==> src/design/uat_pkg.sv <==
// Shared constants and types of the asynchronous serial transmitter.
// Assumes an 8-bit register port and an external baud tick source.
package uat_pkg;

    // Register offsets on the 3-bit register port
    localparam logic [2:0] UAT_OFF_TXCTL   = 3'h0;
    localparam logic [2:0] UAT_OFF_PORTCTL = 3'h1;
    localparam logic [2:0] UAT_OFF_BAUDCTL = 3'h2;
    localparam logic [2:0] UAT_OFF_DIV_LO  = 3'h3;
    localparam logic [2:0] UAT_OFF_DIV_HI  = 3'h4;
    localparam logic [2:0] UAT_OFF_TXHOLD  = 3'h5;
    localparam logic [2:0] UAT_OFF_IRQ_EN  = 3'h6;
    localparam logic [2:0] UAT_OFF_IRQ_FLG = 3'h7;

    // Field positions
    localparam int unsigned UAT_TXC_NINE_SEL    = 6;
    localparam int unsigned UAT_TXC_TX_EN       = 5;
    localparam int unsigned UAT_TXC_SYNC        = 4;
    localparam int unsigned UAT_TXC_HI_SPEED    = 2;
    localparam int unsigned UAT_TXC_SH_EMPTY    = 1;
    localparam int unsigned UAT_TXC_NINTH       = 0;
    localparam int unsigned UAT_PC_PORT_EN      = 7;
    localparam int unsigned UAT_BAUD_POL_INV    = 4;
    localparam int unsigned UAT_BAUD_WIDE_DIV   = 3;
    localparam int unsigned UAT_IRQ_TX_IE       = 0;
    localparam int unsigned UAT_IRQ_PERIPH_IE   = 1;
    localparam int unsigned UAT_IRQ_GLOBAL_IE   = 2;
    localparam int unsigned UAT_FLG_TX_EMPTY    = 0;

    // Writable masks; the read-only shifter-empty bit stays out, but unused bits 7 and 3 of TXCTL and 1:0 of BAUDCTL stay in
    localparam logic [7:0] UAT_TXC_WMASK     = 8'hFD;
    localparam logic [7:0] UAT_BAUD_WMASK    = 8'h1B;
    localparam logic [7:0] UAT_IRQ_EN_WMASK  = 8'h07;

    // Reset values
    localparam logic [7:0] UAT_REG_RST       = 8'h00;
    localparam logic [8:0] UAT_CHAR_RST      = 9'h000;

    // Character carried from holding register to shifter
    typedef struct packed {
        logic       nine;
        logic [8:0] bits;
    } uat_char_t;

    // Shifter phases, one-hot
    typedef enum logic [3:0] {
        UAT_SH_IDLE  = 4'b0001,
        UAT_SH_START = 4'b0010,
        UAT_SH_DATA  = 4'b0100,
        UAT_SH_STOP  = 4'b1000
    } uat_sh_state_t;

endpackage

==> src/design/uat_hold.sv <==
// One-deep transmit holding register.
// Assumes the owner never asks to take while it is empty.
`timescale 1ns/100ps
module uat_hold
    import uat_pkg::*;
(
    // Clock and reset
    input  wire logic      clk_i,
    input  wire logic      rst_b_i,
    // Control
    input  wire logic      clear_i,
    input  wire logic      put_i,
    input  wire uat_char_t put_char_i,
    input  wire logic      take_i,
    // Status and data
    output logic           full_o,
    output uat_char_t      char_o
);
    typedef struct packed {
        logic      full;
        uat_char_t chr;
    } uat_hold_st_t;

    uat_hold_st_t st;
    uat_hold_st_t next_st;

    always_comb begin
        next_st = st;
        if (take_i) begin
            next_st.full = 1'b0;
        end
        // A put in the take cycle queues the next character
        if (put_i) begin
            next_st.full = 1'b1;
            next_st.chr  = put_char_i;
        end
        if (clear_i) begin
            next_st.full = 1'b0;
        end
    end

    always_ff @(posedge clk_i or negedge rst_b_i) begin
        if (!rst_b_i) begin
            st <= '{full: 1'b0, chr: '{nine: 1'b0, bits: UAT_CHAR_RST}};
        end else begin
            st <= next_st;
        end
    end

    assign full_o = st.full;
    assign char_o = st.chr;
endmodule

==> src/design/uat_shifter.sv <==
// Frame shifter: start bit, 8 or 9 data bits LSB first, one stop bit.
// Assumes tick_i is a one-cycle pulse per baud period.
`timescale 1ns/100ps
module uat_shifter
    import uat_pkg::*;
#(
    parameter int unsigned MAX_BITS = 9
)(
    // Clock and reset
    input  wire logic      clk_i,
    input  wire logic      rst_b_i,
    // Control
    input  wire logic      clear_i,
    input  wire logic      tick_i,
    input  wire logic      load_i,
    input  wire uat_char_t char_i,
    // Line side, true polarity
    output logic           busy_o,
    output logic           line_o
);
    typedef struct packed {
        uat_sh_state_t       state;
        logic [MAX_BITS-1:0] sreg;
        logic [3:0]          left;
        logic                line;
    } uat_sh_st_t;

    uat_sh_st_t st;
    uat_sh_st_t next_st;

    always_comb begin
        next_st = st;
        case (st.state)
            UAT_SH_IDLE: begin
                next_st.line = 1'b1;
            end
            UAT_SH_START: begin
                if (tick_i) begin
                    next_st.state = UAT_SH_DATA;
                    next_st.line  = st.sreg[0];
                end
            end
            UAT_SH_DATA: begin
                if (tick_i) begin
                    next_st.sreg = {1'b0, st.sreg[MAX_BITS-1:1]};
                    next_st.left = st.left - 4'h1;
                    if (st.left == 4'h1) begin
                        next_st.state = UAT_SH_STOP;
                        next_st.line  = 1'b1;
                    end else begin
                        next_st.line = st.sreg[1];
                    end
                end
            end
            UAT_SH_STOP: begin
                if (tick_i) begin
                    next_st.state = UAT_SH_IDLE;
                end
            end
            default: begin
                next_st.state = UAT_SH_IDLE;
                next_st.line  = 1'b1;
            end
        endcase
        // Start bit goes out on the load edge itself
        if (load_i) begin
            next_st.state = UAT_SH_START;
            next_st.sreg  = char_i.bits;
            next_st.left  = char_i.nine ? 4'h9 : 4'h8;
            next_st.line  = 1'b0;
        end
        if (clear_i) begin
            next_st.state = UAT_SH_IDLE;
            next_st.line  = 1'b1;
        end
    end

    always_ff @(posedge clk_i or negedge rst_b_i) begin
        if (!rst_b_i) begin
            st <= '{state: UAT_SH_IDLE, sreg: '0, left: 4'h0, line: 1'b1};
        end else begin
            st <= next_st;
        end
    end

    assign busy_o = (st.state != UAT_SH_IDLE);
    assign line_o = st.line;
endmodule

==> src/design/uat_tx.sv <==
// Asynchronous serial transmitter top: register port, holding register,
// frame shifter, pin drive and interrupt request.
// Assumes a one-cycle baud tick from an outside rate generator and
// register strobes synchronous to clk_i.
//
// Strobed register access and the register addresses are this design's own decisions.
`timescale 1ns/100ps
// Operation
// - Transmitter runs only with transmit enable 1, sync 0, port enable 1.
// - Port enable turns the serial pin into a driven output.
// - Setting transmit enable sets the buffer-empty flag.
// - Holding write moves straight to shifter when shifter is empty.
// - Queued character moves to shifter one cycle after stop bit.
// - Start bit begins right as a character enters the shifter.
// - Polarity bit 0 gives high-true line, 1 inverts it.
// - Polarity bit inverts transmit data only in asynchronous mode.
// - Buffer-empty flag set whenever enabled and holding register empty.
// - Flag does not drop in write cycle; valid two cycles later.
// - Buffer-empty flag is read-only to software.
// - Flag ignores interrupt enable; enable only gates the request.
// - Request rises at once when enables and flag are all set.
// - Shifter-empty bit clears on load, sets after last bit out.
// - Shifter-empty bit raises no interrupt; software polls it.
// - Nine-bit mode sends nine data bits, ninth bit most significant.
// - Ninth bit written first; all nine bits move on holding write.
// - Frame is low start, data, high stop; idle high; one bit per baud. Here the start bit lasts only from the load to the next tick.
// - Data bits go out least significant first.
module uat_tx
    import uat_pkg::*;
(
    // Clock and reset
    input  wire logic        clk_i,
    input  wire logic        rst_b_i,
    // Register port
    input  wire logic [2:0]  addr_i,
    input  wire logic [7:0]  wdata_i,
    input  wire logic        wr_i,
    input  wire logic        rd_i,
    output logic      [7:0]  rdata_o,
    // Baud rate generator side
    input  wire logic        baud_tick_i,
    output logic      [15:0] baud_divisor_o,
    output logic             high_speed_baud_o,
    output logic             wide_baud_divisor_o,
    // Serial pin
    output logic             serial_out_o,
    output logic             serial_out_oe_b_o,
    // Interrupt request
    output logic             tx_irq_o
);
    typedef struct packed {
        logic [7:0] tx_ctl;
        logic [7:0] port_ctl;
        logic [7:0] baud_ctl;
        logic [7:0] div_lo;
        logic [7:0] div_hi;
        logic [7:0] hold_shadow;
        logic [7:0] irq_en;
        logic       tx_empty_flag;
        logic [7:0] rdata;
        logic       pin;
        logic       pin_oe_b;
    } uat_top_st_t;

    uat_top_st_t st;
    uat_top_st_t next_st;

    uat_char_t hold_char;
    uat_char_t put_char;
    logic      hold_full;
    logic      sh_busy;
    logic      sh_line;
    logic      tx_on;
    logic      load;
    logic      hold_wr;
    logic      async_mode;
    logic      pol_inv;

    function automatic logic hit(input logic [2:0] a, input logic [2:0] off);
        return a == off;
    endfunction

    assign async_mode = !st.tx_ctl[UAT_TXC_SYNC];
    assign tx_on      = st.tx_ctl[UAT_TXC_TX_EN] && async_mode
                        && st.port_ctl[UAT_PC_PORT_EN];
    // Writes with the transmitter off are dropped, not queued
    assign hold_wr    = wr_i && hit(addr_i, UAT_OFF_TXHOLD) && tx_on;
    // Ninth bit is taken from the status register at write time
    assign put_char = '{nine: st.tx_ctl[UAT_TXC_NINE_SEL],
                        bits: {st.tx_ctl[UAT_TXC_NINTH],
                               wdata_i}};
    // Move as soon as the shifter is free, one cycle past stop
    assign load    = hold_full && !sh_busy && tx_on;
    assign pol_inv = st.baud_ctl[UAT_BAUD_POL_INV]
                     && async_mode;

    uat_hold u_hold (
        .clk_i      (clk_i),
        .rst_b_i    (rst_b_i),
        .clear_i    (!tx_on),
        .put_i      (hold_wr),
        .put_char_i (put_char),
        .take_i     (load),
        .full_o     (hold_full),
        .char_o     (hold_char)
    );

    uat_shifter #(
        .MAX_BITS (9)
    ) u_shifter (
        .clk_i   (clk_i),
        .rst_b_i (rst_b_i),
        .clear_i (!tx_on),
        .tick_i  (baud_tick_i),
        .load_i  (load),
        .char_i  (hold_char),
        .busy_o  (sh_busy),
        .line_o  (sh_line)
    );

    always_comb begin
        next_st       = st;
        next_st.rdata = 8'h00;
        if (wr_i) begin
            case (addr_i)
                UAT_OFF_TXCTL: begin
                    next_st.tx_ctl = wdata_i & UAT_TXC_WMASK;
                end
                UAT_OFF_PORTCTL: begin
                    next_st.port_ctl = wdata_i;
                end
                UAT_OFF_BAUDCTL: begin
                    next_st.baud_ctl = wdata_i & UAT_BAUD_WMASK;
                end
                UAT_OFF_DIV_LO: begin
                    next_st.div_lo = wdata_i;
                end
                UAT_OFF_DIV_HI: begin
                    next_st.div_hi = wdata_i;
                end
                UAT_OFF_TXHOLD: begin
                    next_st.hold_shadow = wdata_i;
                end
                UAT_OFF_IRQ_EN: begin
                    next_st.irq_en = wdata_i & UAT_IRQ_EN_WMASK;
                end
                // Flag register ignores writes
                default: begin
                    next_st.tx_ctl = st.tx_ctl;
                end
            endcase
        end
        if (rd_i) begin
            case (addr_i)
                UAT_OFF_TXCTL: begin
                    next_st.rdata = st.tx_ctl;
                    // Polled only, no request path
                    next_st.rdata[UAT_TXC_SH_EMPTY] =
                        !sh_busy;
                end
                UAT_OFF_PORTCTL: begin
                    next_st.rdata = st.port_ctl;
                end
                UAT_OFF_BAUDCTL: begin
                    next_st.rdata = st.baud_ctl;
                end
                UAT_OFF_DIV_LO: begin
                    next_st.rdata = st.div_lo;
                end
                UAT_OFF_DIV_HI: begin
                    next_st.rdata = st.div_hi;
                end
                UAT_OFF_TXHOLD: begin
                    next_st.rdata = st.hold_shadow;
                end
                UAT_OFF_IRQ_EN: begin
                    next_st.rdata = st.irq_en;
                end
                default: begin
                    next_st.rdata[UAT_FLG_TX_EMPTY] = st.tx_empty_flag;
                end
            endcase
        end
        // Flag sees the holding state one cycle late, so it drops on the
        // second edge after a write; polling earlier reads stale state
        next_st.tx_empty_flag = tx_on && !hold_full;
        next_st.pin_oe_b      = !st.port_ctl[UAT_PC_PORT_EN];
        next_st.pin           = sh_line ^ pol_inv;
    end

    always_ff @(posedge clk_i or negedge rst_b_i) begin
        if (!rst_b_i) begin
            st <= '{tx_ctl: UAT_REG_RST, port_ctl: UAT_REG_RST,
                    baud_ctl: UAT_REG_RST, div_lo: UAT_REG_RST,
                    div_hi: UAT_REG_RST, hold_shadow: UAT_REG_RST,
                    irq_en: UAT_REG_RST, tx_empty_flag: 1'b0,
                    rdata: UAT_REG_RST, pin: 1'b1, pin_oe_b: 1'b1};
        end else begin
            st <= next_st;
        end
    end

    assign rdata_o             = st.rdata;
    assign baud_divisor_o      = {st.div_hi, st.div_lo};
    assign high_speed_baud_o   = st.tx_ctl[UAT_TXC_HI_SPEED];
    assign wide_baud_divisor_o = st.baud_ctl[UAT_BAUD_WIDE_DIV];
    assign serial_out_o        = st.pin;
    assign serial_out_oe_b_o   = st.pin_oe_b;
    // Request follows the flag with no extra latency
    assign tx_irq_o = st.tx_empty_flag && st.irq_en[UAT_IRQ_TX_IE]
                      && st.irq_en[UAT_IRQ_PERIPH_IE]
                      && st.irq_en[UAT_IRQ_GLOBAL_IE];
endmodule

==> config.mk <==
export PLATFORM = sky130hd
export DESIGN_NAME = uat_tx
export DESIGN_NICKNAME = d
export VERILOG_FILES = /design/src/design/uat_pkg.sv /design/src/design/uat_hold.sv /design/src/design/uat_shifter.sv /design/src/design/uat_tx.sv
export SDC_FILE = /design/constraint.sdc
export NUM_CORES = 1
export LEC_CHECK = 0
export ABC_AREA = 0
export BUFFER_PORTS_ARGS = -buffer_cell sky130_fd_sc_hd__buf_4
export CORE_ASPECT_RATIO = 1.5
export CORE_MARGIN = 2
export CORE_UTILIZATION = 60
export CTS_BUF_LIST = sky130_fd_sc_hd__clkbuf_8
export DETAILED_ROUTE_END_ITERATION = 8
export HOLD_SLACK_MARGIN = 0.12
export PLACE_DENSITY_LB_ADDON = 0.3
export SETUP_SLACK_MARGIN = 0.15
export SLEW_MARGIN = 25
export SYNTH_ARGS = -nofsm -noshare
export SYNTH_HDL_FRONTEND = slang
export SYNTH_SLANG_ARGS = --single-unit
==> constraint.sdc <==
create_clock -name clk_i -period 1.9 [get_ports clk_i]
set_input_delay 0.19 -clock clk_i [delete_from_list [all_inputs] [get_ports clk_i]]
set_output_delay 0.19 -clock clk_i [all_outputs]
set_load 0.03 [all_outputs]
==> results of run 1 <==
## worst paths after layout
check / from / to / cells after the start
max: u_shifter.st[17]$_DFFE_PN0P_ / u_shifter.st[9]$_DFFE_PN0P_ / 5
min: wdata_i[1] / st[12]$_DFFE_PN0P_ / 2
max reg2reg: u_shifter.st[17]$_DFFE_PN0P_ / u_shifter.st[9]$_DFFE_PN0P_ / 5
min reg2reg: st[58]$_DFFE_PN0P_ / serial_out_oe_b_o$_DFF_PN1_ / 1
max in group asynchronous: rst_b_i / serial_out_oe_b_o$_DFF_PN1_ / 3
min in group asynchronous: rst_b_i / u_shifter.st[17]$_DFFE_PN0P_ / 2
## state kept, by name, summed over array words and instances (netlist names)
register	count
baud_divisor_o	16
serial_out_o	1
put_char	2
u_hold.char_o	10
u_shifter.line_o	1
u_hold.full_o	1
serial_out_oe_b_o	1
high_speed_baud_o	1
wide_baud_divisor_o	1
u_shifter.st	17
rdata_o	8
st	27
## worst max-delay path, stage by stage, from the launching register on
cell	delay, ns
dfrtp_1	0.53
nor4b_4	0.43
nand3_1	0.12
buf_4	0.22
nor2_1	0.12
a21oi_1	0.06
## routing by layer
metal	vias up	share of wire, %
met5	-	0
met4	0	2.6
met3	19	3.7
met2	56	53
met1	1325	41
li1	1262	-
## Yosys cell counts, types with 2 or more instances
library cell  count
a21oi_1          13
nor4_1            3
a22oi_1           6
nand2b_1          5
xnor2_1           2
mux4_2            2
clkbuf_1          2
nor2b_1           3
nand3_2           2
o31ai_1           2
nor3b_1           2
buf_2            10
o211ai_1          2
xor2_1            3
mux2_2           60
nand2_1           7
nor3_1            2
buf_4            26
ha_1              2
and3_1            3
o21ai_0          10
nand3b_1          3
nor4b_4           2
o22ai_1           4
nand3_1           7
dfrtp_1          82
and2_1            6
nor2_1           21
mux2i_1          14
and3b_1           3
inv_1             7
dfstp_2           4
## layout make-up
type                       instances  area share [%]
clock buffer                       9            2.64
sequential                        86            45.9
clock inverter                     7            1.09
multi-input combinational        208            36.7
inverter                           7           0.559
timing repair buffer              65            11.1
tap                               78            2.08
## stage by stage
| step | setup WS [ns] | hold slack [ns] | total power, mW |
|---|---|---|---|
| 5_1_grt | 0.185 | 0.122 | 4.75 |
| 3_5_place_dp | 0.177 | 0.0763 | 3.41 |
| 3_3_place_gp | 0.276 | 0.0751 | 3.37 |
| 6_report | 0.318 | 0.140 | 4.52 |
| 2_1_floorplan | 0.377 | -0.106 | 3.14 |
| 4_1_cts | 0.172 | 0.120 | 4.56 |
## where the power goes
| part | internal (mW) | switching (mW) | total (mW) |
|---|---|---|---|
| Combinational | 0.502 | 0.532 | 1.03 |
| Clock | 0.476 | 0.665 | 1.14 |
| Sequential | 2.15 | 0.200 | 2.35 |
| Total | 3.12 | 1.40 | 4.52 |
## kinds of logic after synthesis
logic type	Yosys count
buffers and inverters	46
XOR/XNOR	5
adder cells (fa/ha/maj)	2
multiplexers	76
AND/OR/NAND/NOR	79
flip-flops	86
AO/OA/AOI/OAI	46
## timing repair
action / CTS / global route
setup buffers: 0 / 3
setup endpoints to repair: 0 / 11
hold buffers: 8 / 0
endpoints found under the hold margin: 121 / 0
==> key figures, run 1 <==
Status
  – Outcome: completed

Global route
  – Met2 usage: a little under two fifths
  – Vias in the first global route: 2,783
  – GR peak layer: met2
  – Global-route wire length before repair: 13,700 um
  – Routing usage on met3: 4.45%
  – Initial antenna violation count: 0
  – Overall Global Routing Usage: around a quarter
  – Met1 usage: 30.2%
  – Gr ovfl total: 0
  – Largest net degree at the start of global routing: 52

Power and ir drop
  – Peak VDD IR: 0.746 mV
  – Pwr Density: 962 nW/um^2
  – Leakage power: between 2 and 2.5 nW

Logic synthesis
  – Ys flop type: dfrtp_1
  – Synth Area in XOR/XNOR: 1.05%
  – Fraction of the mapped netlist area in simple logic gates: 12.0%
  – Share of the synthesized area in the top cell type: 49.2%
  – Sequential element share of the synthesized area: 51.7%
  – #FFs+latches synth: between 80 and 90
  – Avg Inst Size Synth: roughly 12 um^2
  – Synth unique cells: between 50 and 60
  – YS warnings: 0
  – Mapped Nets: 358
  – Post-Syn Instances: 340
  – Compound-Gate Fraction of Synth Area: approximately 7.1%
  – EDFF count, synth: 0
  – Netlist Area Pre-Place: 4170 um^2
  – Ys async rst share: 100%
  – Ranking of synthesized cells by area: dfrtp_1 49%, mux2_2 16%, buf_4 4.7%, mux2i_1 3.4%, dfstp_2 2.5%
  – Multiplexer area fraction after synthesis: approximately a fifth
  – Largest family of logic cells by synthesized area: multiplexers
  – Post-synthesis adder-cell area fraction: less than 1%
  – Top cell type by total area after synthesis: dfrtp_1

Route
  – Vias post-DR: 2,662
  – Drt drc: 0
  – DRT iter0 DRCs: 171
  – DR pass1 iterations: 4
  – Antenna viol nets, final: 0
  – Vias per inst: 5.79
  – Average wire per standard cell: 17.8 um
  – WL final: 8210 um

Placed design
  – Port buffer count: 44
  – Detail Placement HPWL: 5800 um
  – Post-Place Cells: about 430
  – GP Congestion: 0.845
  – Area after DPL: around 4400 um^2

Clocking
  – Num CTS Buffers: 9
  – Clk sinks: 86
  – Worst-path clk slew: 0.09 ns
  – Clk buf depth: 2
  – CTS tree: yes
  – Post-CTS sizing: 0
  – Clk Tree Root Cell: clkbuf_8
  – Clk_lat worst skew: between 0.3 and 0.4 ns
  – Htree depth: 3

STA
  – RSZ-0062 raised after global routing: false
  – Clk_skew: about 0.0038 ns
  – Final setup fails: 0
  – Max_slew headroom: slightly below 70%
  – TNS Setup: 0 ns
  – Max Fclk: between 600 and 700 MHz
  – Measured slew at the worst slew-check pin: 0.465 ns
  – Period utilization: 83.2%
  – Final Max Tran Viols: 0
  – Final hold vios: 0
  – Tmin final: 1.58 ns

Die
  – Top-Level Pins: 45
  – Core Rows: 37
  – Starting density of the core: slightly above 60%
  – Die Ht: approximately 110 um
  – Die X: 72.1 um
  – Core Region: 6810 um^2
  – Die area: between 7000 and 8000 um^2

Cells and area
  – Antenna Diode Count: 0
  – Register Area: 2160 um^2
  – Area growth syn-to-layout: 12.7%
  – Most frequent cells in the layout: 82 x dfrtp_1, 60 x mux2_2, 56 x buf_4, 21 x nor2_1, 14 x mux2i_1
  – Commonest non-fill, non-tap cell in the layout: dfrtp_1
  – Design Area, Final: 4700 um^2
  – Multi-input logic area: 1720 um^2
  – # fillers: a little over 500
  – Final #Nets: between 300 and 400
  – Share of layout cells above drive strength 1: 39.3%
  – Final std cells w/o fill: 460
  – Final core utilization: 69.1%

Flow run
  – Max-cap violations: 0

Worst setup path
  – WP data required: 2.14 ns
  – Kind of end point of the critical path: flop
  – CP startpoint kind: flop
  – Critical path type: reg2reg
  – Crit path arrival time: 1.82 ns
  – R2R setup slack: 0.32 ns
  – Critical-path maximum fanout: 21

Min path
  – Min-delay worst type: in2reg
Power figures use the tool's default switching activity.
==> run 2, diff against run 1 <==
--- a/config.mk
+++ b/config.mk
@@ -5,11 +5,11 @@
 export SDC_FILE = /design/constraint.sdc
 export NUM_CORES = 1
 export LEC_CHECK = 0
-export ABC_AREA = 0
+export ABC_AREA = 1
 export BUFFER_PORTS_ARGS = -buffer_cell sky130_fd_sc_hd__buf_4
 export CORE_ASPECT_RATIO = 1.5
 export CORE_MARGIN = 2
-export CORE_UTILIZATION = 60
+export CORE_UTILIZATION = 55
 export CTS_BUF_LIST = sky130_fd_sc_hd__clkbuf_8
 export DETAILED_ROUTE_END_ITERATION = 8
 export HOLD_SLACK_MARGIN = 0.12
==> constraint.sdc (replaced) <==
create_clock -name clk_i -period 1.3 [get_ports clk_i]
set_input_delay 0.13 -clock clk_i [delete_from_list [all_inputs] [get_ports clk_i]]
set_output_delay 0.13 -clock clk_i [all_outputs]
set_load 0.03 [all_outputs]
==> key figures, run 2 <==
STA
  – Max_slew headroom: 67.5%
  – Final setup fails: 14
  – Period utilization: 104%
  – Measured slew at the worst slew-check pin: 0.486 ns
  – Final WS setup: -0.0479 ns
  – Final Max Tran Viols: 0
  – Final hold vios: 0
  – Worst hold slack: 0.148 ns
  – Tmin final: 1.35 ns
  – Clk_skew: between 0.01 and 0.015 ns
  – RSZ-0062 raised after global routing: true
  – Max Fclk: 742 MHz

Worst setup path
  – Critical path cell sequence: nand2_2 > nor2_4 > nand3_4 > clkbuf_16 > nand2_8 > o211ai_1
  – CP max stage delay: 0.56 ns
  – CP bufs+invs: 1
  – Kind of end point of the critical path: flop
  – Reg2reg path depth: 6
  – Critical path type: reg2reg
  – R2R Path End: u_shifter.st[1]$_DFFE_PN0P_
  – R2R Path Start: u_shifter.st[14]$_DFFE_PN1P_
  – Crit path max-delay family: flip-flops
  – CP startpoint kind: flop
  – WP data required: 1.55 ns
  – Cell at the slowest stage of the critical path: dfstp_2
  – Critical-path maximum fanout: 10
  – Crit path arrival time: 1.59 ns
  – R2R setup slack: -0.05 ns

Logic synthesis
  – Mapped Nets: 494
  – Netlist Area Pre-Place: 4060 um^2
  – Multiplexer area fraction after synthesis: 0%
  – Share of the synthesized area in the top cell type: 50.6%
  – Top-count cell post-synth: nand2_1
  – EDFF count, synth: 0
  – Synth unique cells: 29
  – Compound-Gate Fraction of Synth Area: 13.7%
  – Synth Area in XOR/XNOR: 0.216%
  – YS warnings: 0
  – Largest family of logic cells by synthesized area: simple AND/OR/NAND/NOR gates
  – Sequential element share of the synthesized area: 53.2%
  – Avg Inst Size Synth: approximately 8.5 um^2
  – Ranking of synthesized cells by area: dfrtp_1 51%, nand2_1 14%, o21ai_0 6.8%, buf_4 4.8%, inv_1 3.5%
  – Fraction of the mapped netlist area in simple logic gates: 22.2%
  – Ys flop type: dfrtp_1
  – Ys async rst share: between 90% and 100%
  – Post-Syn Instances: 476
  – #FFs+latches synth: 86
  – Top cell type by total area after synthesis: dfrtp_1
  – Post-synth top cells: 152 x nand2_1, 82 x dfrtp_1, 55 x o21ai_0, 38 x inv_1, 30 x nor2_1
  – Post-synthesis adder-cell area fraction: 0.617%

Status
  – Failing checks: setup timing
  – Outcome: finished, violations left

Route
  – Antenna viol nets, final: 0
  – Vias post-DR: ~3,300
  – Average wire per standard cell: 14.2 um
  – Vias per inst: 5.20
  – DR pass1 iterations: 5
  – DRT iter0 DRCs: 173
  – Drt drc: 0
  – WL final: 9110 um

Die
  – Top-Level Pins: 45
  – Core Rows: 38
  – Core Region: 7180 um^2
  – Die X: 74.1 um
  – Starting density of the core: 56.5%
  – Die area: about 8100 um^2
  – Die Ht: around 110 um

Min path
  – Hold path start: wdata_i[6]
  – Sink of the worst hold path: baud_divisor_o[6]$_DFFE_PN0P_
  – Min-delay worst type: in2reg
  – Worst Hold Depth: 3

Cells and area
  – Most frequent cells in the layout: 129 x nand2_1, 82 x dfrtp_1, 68 x buf_4, 33 x o21ai_0, 30 x inv_1
  – Share of layout cells above drive strength 1: roughly a third
  – Max FFs per register: 27
  – Top reg by flops: st
  – Antenna Diode Count: 0
  – Final core utilization: 71.1%
  – Final #Nets: 553
  – Area growth syn-to-layout: 25.8%
  – Commonest non-fill, non-tap cell in the layout: nand2_1

Clocking
  – Clk Tree Root Cell: clkbuf_8
  – Htree depth: 3
  – Num CTS Buffers: 9
  – Clk sinks: 86
  – Worst-path clk slew: approximately 0.090 ns
  – Clk buf depth: 2
  – CTS tree: yes
  – Clk_lat worst skew: 0.37 ns

Global route
  – Gr ovfl total: 0
  – Overall Global Routing Usage: 24.0%
  – Largest net degree at the start of global routing: 37
  – Global-route wire length before repair: between 10,000 and 15,000 um
  – Vias in the first global route: 3,181
  – Initial antenna violation count: 0

Power and ir drop
  – Clock power share: 28.2%
  – Pwr Density: 1290 nW/um^2
  – Peak VDD IR: 1.55 mV
  – Switching share of total power: 31.4%
  – P_sw: 2.07 mW
  – Leakage power: between 2 and 3 nW
  – Internal power: approximately 4.5 mW
  – Pwr Total: 6.61 mW
  – Part of the power in registers: 50.0%
  – Combinational share of power: a little over a fifth

Placed design
  – GP Congestion: 0.874
  – Place WS: -0.0865 ns
  – Port buffer count: 44
  – Detail Placement HPWL: 6330 um

Flow run
  – Max-cap violations: 0
run 2: changes by cell type after synthesis, sizes merged, moves of 6 or more:
cell   change
nand3      +7
o21ai     +72
mux2      -60
a21oi      -6
nor2       +7
nand2    +149
and2       -6
mux2i     -14
inv       +35
run 2: logic make-up (layout without fill, tap and decap cells):
| kind of cell | after synthesis | after routing |
|---|---|---|
| and+or+nand+nor | 213 | 214 |
| adders and majority gates | 2 | 2 |
| DFF | 86 | 86 |
| xor gates and xnor gates | 1 | 1 |
| AOI/OAI and AO/OA | 96 | 96 |
| buffers and inverters | 78 | 141 |
run 2: worst max-delay path by stage:
stage,depth (start not counted),slack (ns),start,end
after CTS,6,-0.03,u_shifter.st[14]$_DFFE_PN1P_,u_shifter.st[1]$_DFFE_PN0P_
final,6,-0.05,u_shifter.st[14]$_DFFE_PN1P_,u_shifter.st[1]$_DFFE_PN0P_
after global placement,6,0.0000002,u_shifter.st[14]$_DFFE_PN1P_,u_shifter.st[1]$_DFFE_PN0P_
after global routing,9,-0.11,u_shifter.st[14]$_DFFE_PN1P_,u_shifter.st[16]$_DFFE_PN0P_
after detailed placement,7,-0.09,u_shifter.st[14]$_DFFE_PN1P_,u_shifter.st[11]$_DFFE_PN0P_
after floorplan,6,0.03,u_shifter.st[14]$_DFFE_PN1P_,u_shifter.st[10]$_DFFE_PN0P_
run 2: through the flow:
stage,std cells,cell area [um^2],TNS (ns)
after global placement,604,4510,0
after floorplan,476,4150,0
after detailed placement,604,4510,-0.539
after global routing,640,5100,-1.46
final,640,5100,-0.307
after CTS,632,4880,-0.0965
run 2: layout make-up:
type	instances	area [um^2]
Fill cell	546	2080
Multi-Input combinational cell	313	1740
Tap cell	100	125
Sequential cell	86	2160
Timing Repair Buffer	83	721
Inverter	42	165
Clock inverter	7	75.1
Clock buffer	9	124
run 2: repair_timing:
item	in CTS	in global routing
endpoints found under the hold margin	92	0
cloned	0	2
buffers inserted	6	6
gates resized for setup	21	46
pin swaps	8	12
hold buffers	6	0
endpoints found under the setup margin	33	33
run 2: layer usage:
layer,global-route usage [%],up-vias,share of wire (%)
li1,-,1626,-
met1,29.4,1625,40
met2,39.8,60,55
met3,5.45,14,2.7
met4,11.0,0,2.4
met5,0,-,0
run 2: power groups by stage:
| stage | logic, mW | clock network (mW) | registers [mW] |
|---|---|---|---|
| after floorplan | 0.936 | 0 | 3.32 |
| after global placement | 1.26 | 0 | 3.33 |
| after detailed placement | 1.29 | 0 | 3.34 |
| after CTS | 1.39 | 1.91 | 3.29 |
| after global routing | 1.58 | 2.05 | 3.35 |
| final | 1.44 | 1.86 | 3.30 |
run 2: worst min-delay path, delay by kind of cell:
kind	cells	cell delay [ns]
buffers and inverters	2	0.19
AO/OA/AOI/OAI	1	0.16
==> run 3, diff against run 2 <==
--- a/config.mk
+++ b/config.mk
@@ -8,7 +8,6 @@
 export ABC_AREA = 1
 export BUFFER_PORTS_ARGS = -buffer_cell sky130_fd_sc_hd__buf_4
 export CORE_ASPECT_RATIO = 1.5
-export CORE_MARGIN = 2
 export CORE_UTILIZATION = 55
 export CTS_BUF_LIST = sky130_fd_sc_hd__clkbuf_8
 export DETAILED_ROUTE_END_ITERATION = 8
==> constraint.sdc (replaced) <==
create_clock -name clk_i -period 1.3 [get_ports clk_i]
set_input_delay 0.26 -clock clk_i [delete_from_list [all_inputs] [get_ports clk_i]]
set_output_delay 0.26 -clock clk_i [all_outputs]
set_load 0.03 [all_outputs]
==> key figures, run 3 (synthesis results as in run 2) <==
Worst setup path
  – CP max stage delay: around 0.57 ns
  – Kind of end point of the critical path: flop
  – Critical path type: reg2reg
  – Cell at the slowest stage of the critical path: dfstp_2
  – Top cell by count, worst path: o21ai_1
  – CP bufs+invs: 1
  – Critical-path maximum fanout: 20
  – CP startpoint kind: flop
  – Crit path max-delay family: flip-flops
  – Crit path arrival time: 1.70 ns
  – WP data required: 1.58 ns
  – Critical path cell sequence: nand2_2 > nor2_4 > nand3_4 > buf_12 > o21ai_1 > o21ai_2 > o21ai_1

STA
  – Max Fclk: 705 MHz
  – Final WS setup: -0.118 ns
  – Measured slew at the worst slew-check pin: about 0.39 ns
  – Clk_skew: 0.0106 ns
  – Final hold vios: 0
  – Final Max Tran Viols: 0
  – RSZ-0062 raised after global routing: true
  – Tmin final: 1.42 ns
  – Max_slew headroom: 74.2%
  – TNS Setup: -1.28 ns
  – Final setup fails: 20
  – Period utilization: 109%

Cells and area
  – Share of layout cells above drive strength 1: 36.9%
  – Final #Nets: 576
  – Commonest non-fill, non-tap cell in the layout: nand2_1
  – Max FFs per register: 27
  – Antenna Diode Count: 0
  – Area growth syn-to-layout: 33.4%
  – Top reg by flops: st
  – Most frequent cells in the layout: 129 x nand2_1, 81 x dfrtp_1, 65 x buf_4, 31 x inv_1, 31 x buf_6

Die
  – Die Ht: 107 um
  – Core Rows: 38
  – Top-Level Pins: 45
  – Die X: 72.1 um
  – Die area: 7730 um^2
  – Starting density of the core: 56.5%
  – Core Region: approximately 7200 um^2

Route
  – Average wire per standard cell: between 15 and 20 um
  – Vias post-DR: 3,498
  – DRT iter0 DRCs: 199
  – DR pass1 iterations: 4
  – Antenna viol nets, final: 0
  – Vias per inst: between 5 and 6
  – Drt drc: 0
  – WL final: 10,400 um

Placed design
  – Port buffer count: 44
  – Detail Placement HPWL: 6620 um
  – GP Congestion: 0.893
  – Place WS: -0.0743 ns

Power and ir drop
  – Peak VDD IR: 0.944 mV
  – Pwr Total: 6.84 mW
  – Pwr Density: 1260 nW/um^2
  – Leakage power: 2.67 nW

Global route
  – Gr ovfl total: 0
  – Global-route wire length before repair: roughly 17,000 um
  – Overall Global Routing Usage: ~29%
  – Largest net degree at the start of global routing: 43
  – Vias in the first global route: about 3,600
  – Initial antenna violation count: 0

Clocking
  – CTS tree: yes
  – Worst-path clk slew: around 0.08 ns
  – Htree depth: 3
  – Clk_lat worst skew: 0.37 ns
  – Clk Tree Root Cell: clkbuf_8
  – Clk buf depth: 2
  – Num CTS Buffers: 9
  – Clk sinks: between 80 and 90

Status
  – Outcome: finished, violations left
  – Failing checks: setup timing

Flow run
  – Max-cap violations: 0

Min path
  – Min-delay worst type: in2reg
## run 3: changes by cell type in the layout (fill, tap and decap cells not counted), moves of 3 or more
cell           previous run  this run
buf_12                    4         7
buf_4                    68        65
buf_6                     4        31
dlygate4sd3_1             6         1
nand2_2                  23        15
nand2_4                   5        14
o21ai_0                  33        30
o21ai_1                  23        30
o21ai_2                  26        23
## run 3: tightest hold or removal path: stages
cell and delay, ns:
buf_4 0.11, o21ai_0 0.09, a21oi_1 0.06
## run 3: path summary, 6_finish.rpt
| kind | from | to | slack (ns) | cells past startpoint |
|---|---|---|---|---|
| setup / recovery | u_shifter.st[14]$_DFFE_PN1P_ | u_shifter.st[8]$_DFFE_PN0P_ | -0.12 | 7 |
| hold / removal | rd_i | rdata_o[0]$_DFF_PN0_ | 0.20 | 3 |
| setup reg to reg | u_shifter.st[14]$_DFFE_PN1P_ | u_shifter.st[8]$_DFFE_PN0P_ | -0.12 | 7 |
| hold reg to reg | u_shifter.st[4]$_DFFE_PN0P_ | u_shifter.st[4]$_DFFE_PN0P_ | 0.49 | 2 |
| max in group asynchronous | rst_b_i | u_shifter.st[14]$_DFFE_PN1P_ | 0.38 | 3 |
| min in group asynchronous | rst_b_i | u_shifter.st[3]$_DFFE_PN0P_ | 0.34 | 2 |
## run 3: cell type report
class / count / area (um^2)
sequential: 86 / 2160
fill: 488 / 1770
multi-input combinational: 313 / 1740
timing repair buffer: 106 / 1040
inverter: 42 / 168
clock buffer: 10 / 138
tap: 100 / 125
clock inverter: 6 / 38.8
## run 3: metrics by stage
step                util, %  cells  hold slack, ns  instance area [um^2]
finish                 75.4    663           0.203                  5410
global route           75.4    663           0.188                  5410
CTS                    73.3    656           0.180                  5260
detailed placement     64.4    613           0.200                  4620
global placement       64.4    613           0.197                  4620
floorplan                 -    476         -0.0356                  4180
## run 3: routing by layer
layer	routed length [um]	part of all wire (%)	up-vias	global-route usage, %
met5	0	0	-	0
met4	338	3.3	0	12.3
met3	269	2.6	23	4.89
met2	5790	56	73	52.3
met1	3990	38	1731	33.4
li1	-	-	1671	-
## run 3: power breakdown
group	switching, mW	internal [mW]	total (mW)	leakage (nW)
Clock	0.982	0.735	1.72	0.0817
Sequential	0.272	3.05	3.32	1.09
Combinational	0.968	0.835	1.80	1.50
Total	2.22	4.62	6.84	2.67
## run 3: repair_timing
| action | CTS | global route |
|---|---|---|
| setup endpoints to repair | 59 | 59 |
| endpoints found under the hold margin | 27 | 0 |
| gates cloned | 3 | 0 |
| setup buffers | 23 | 7 |
| hold buffers | 1 | 0 |
| pin swaps | 15 | 7 |
| gates resized for setup | 68 | 24 |
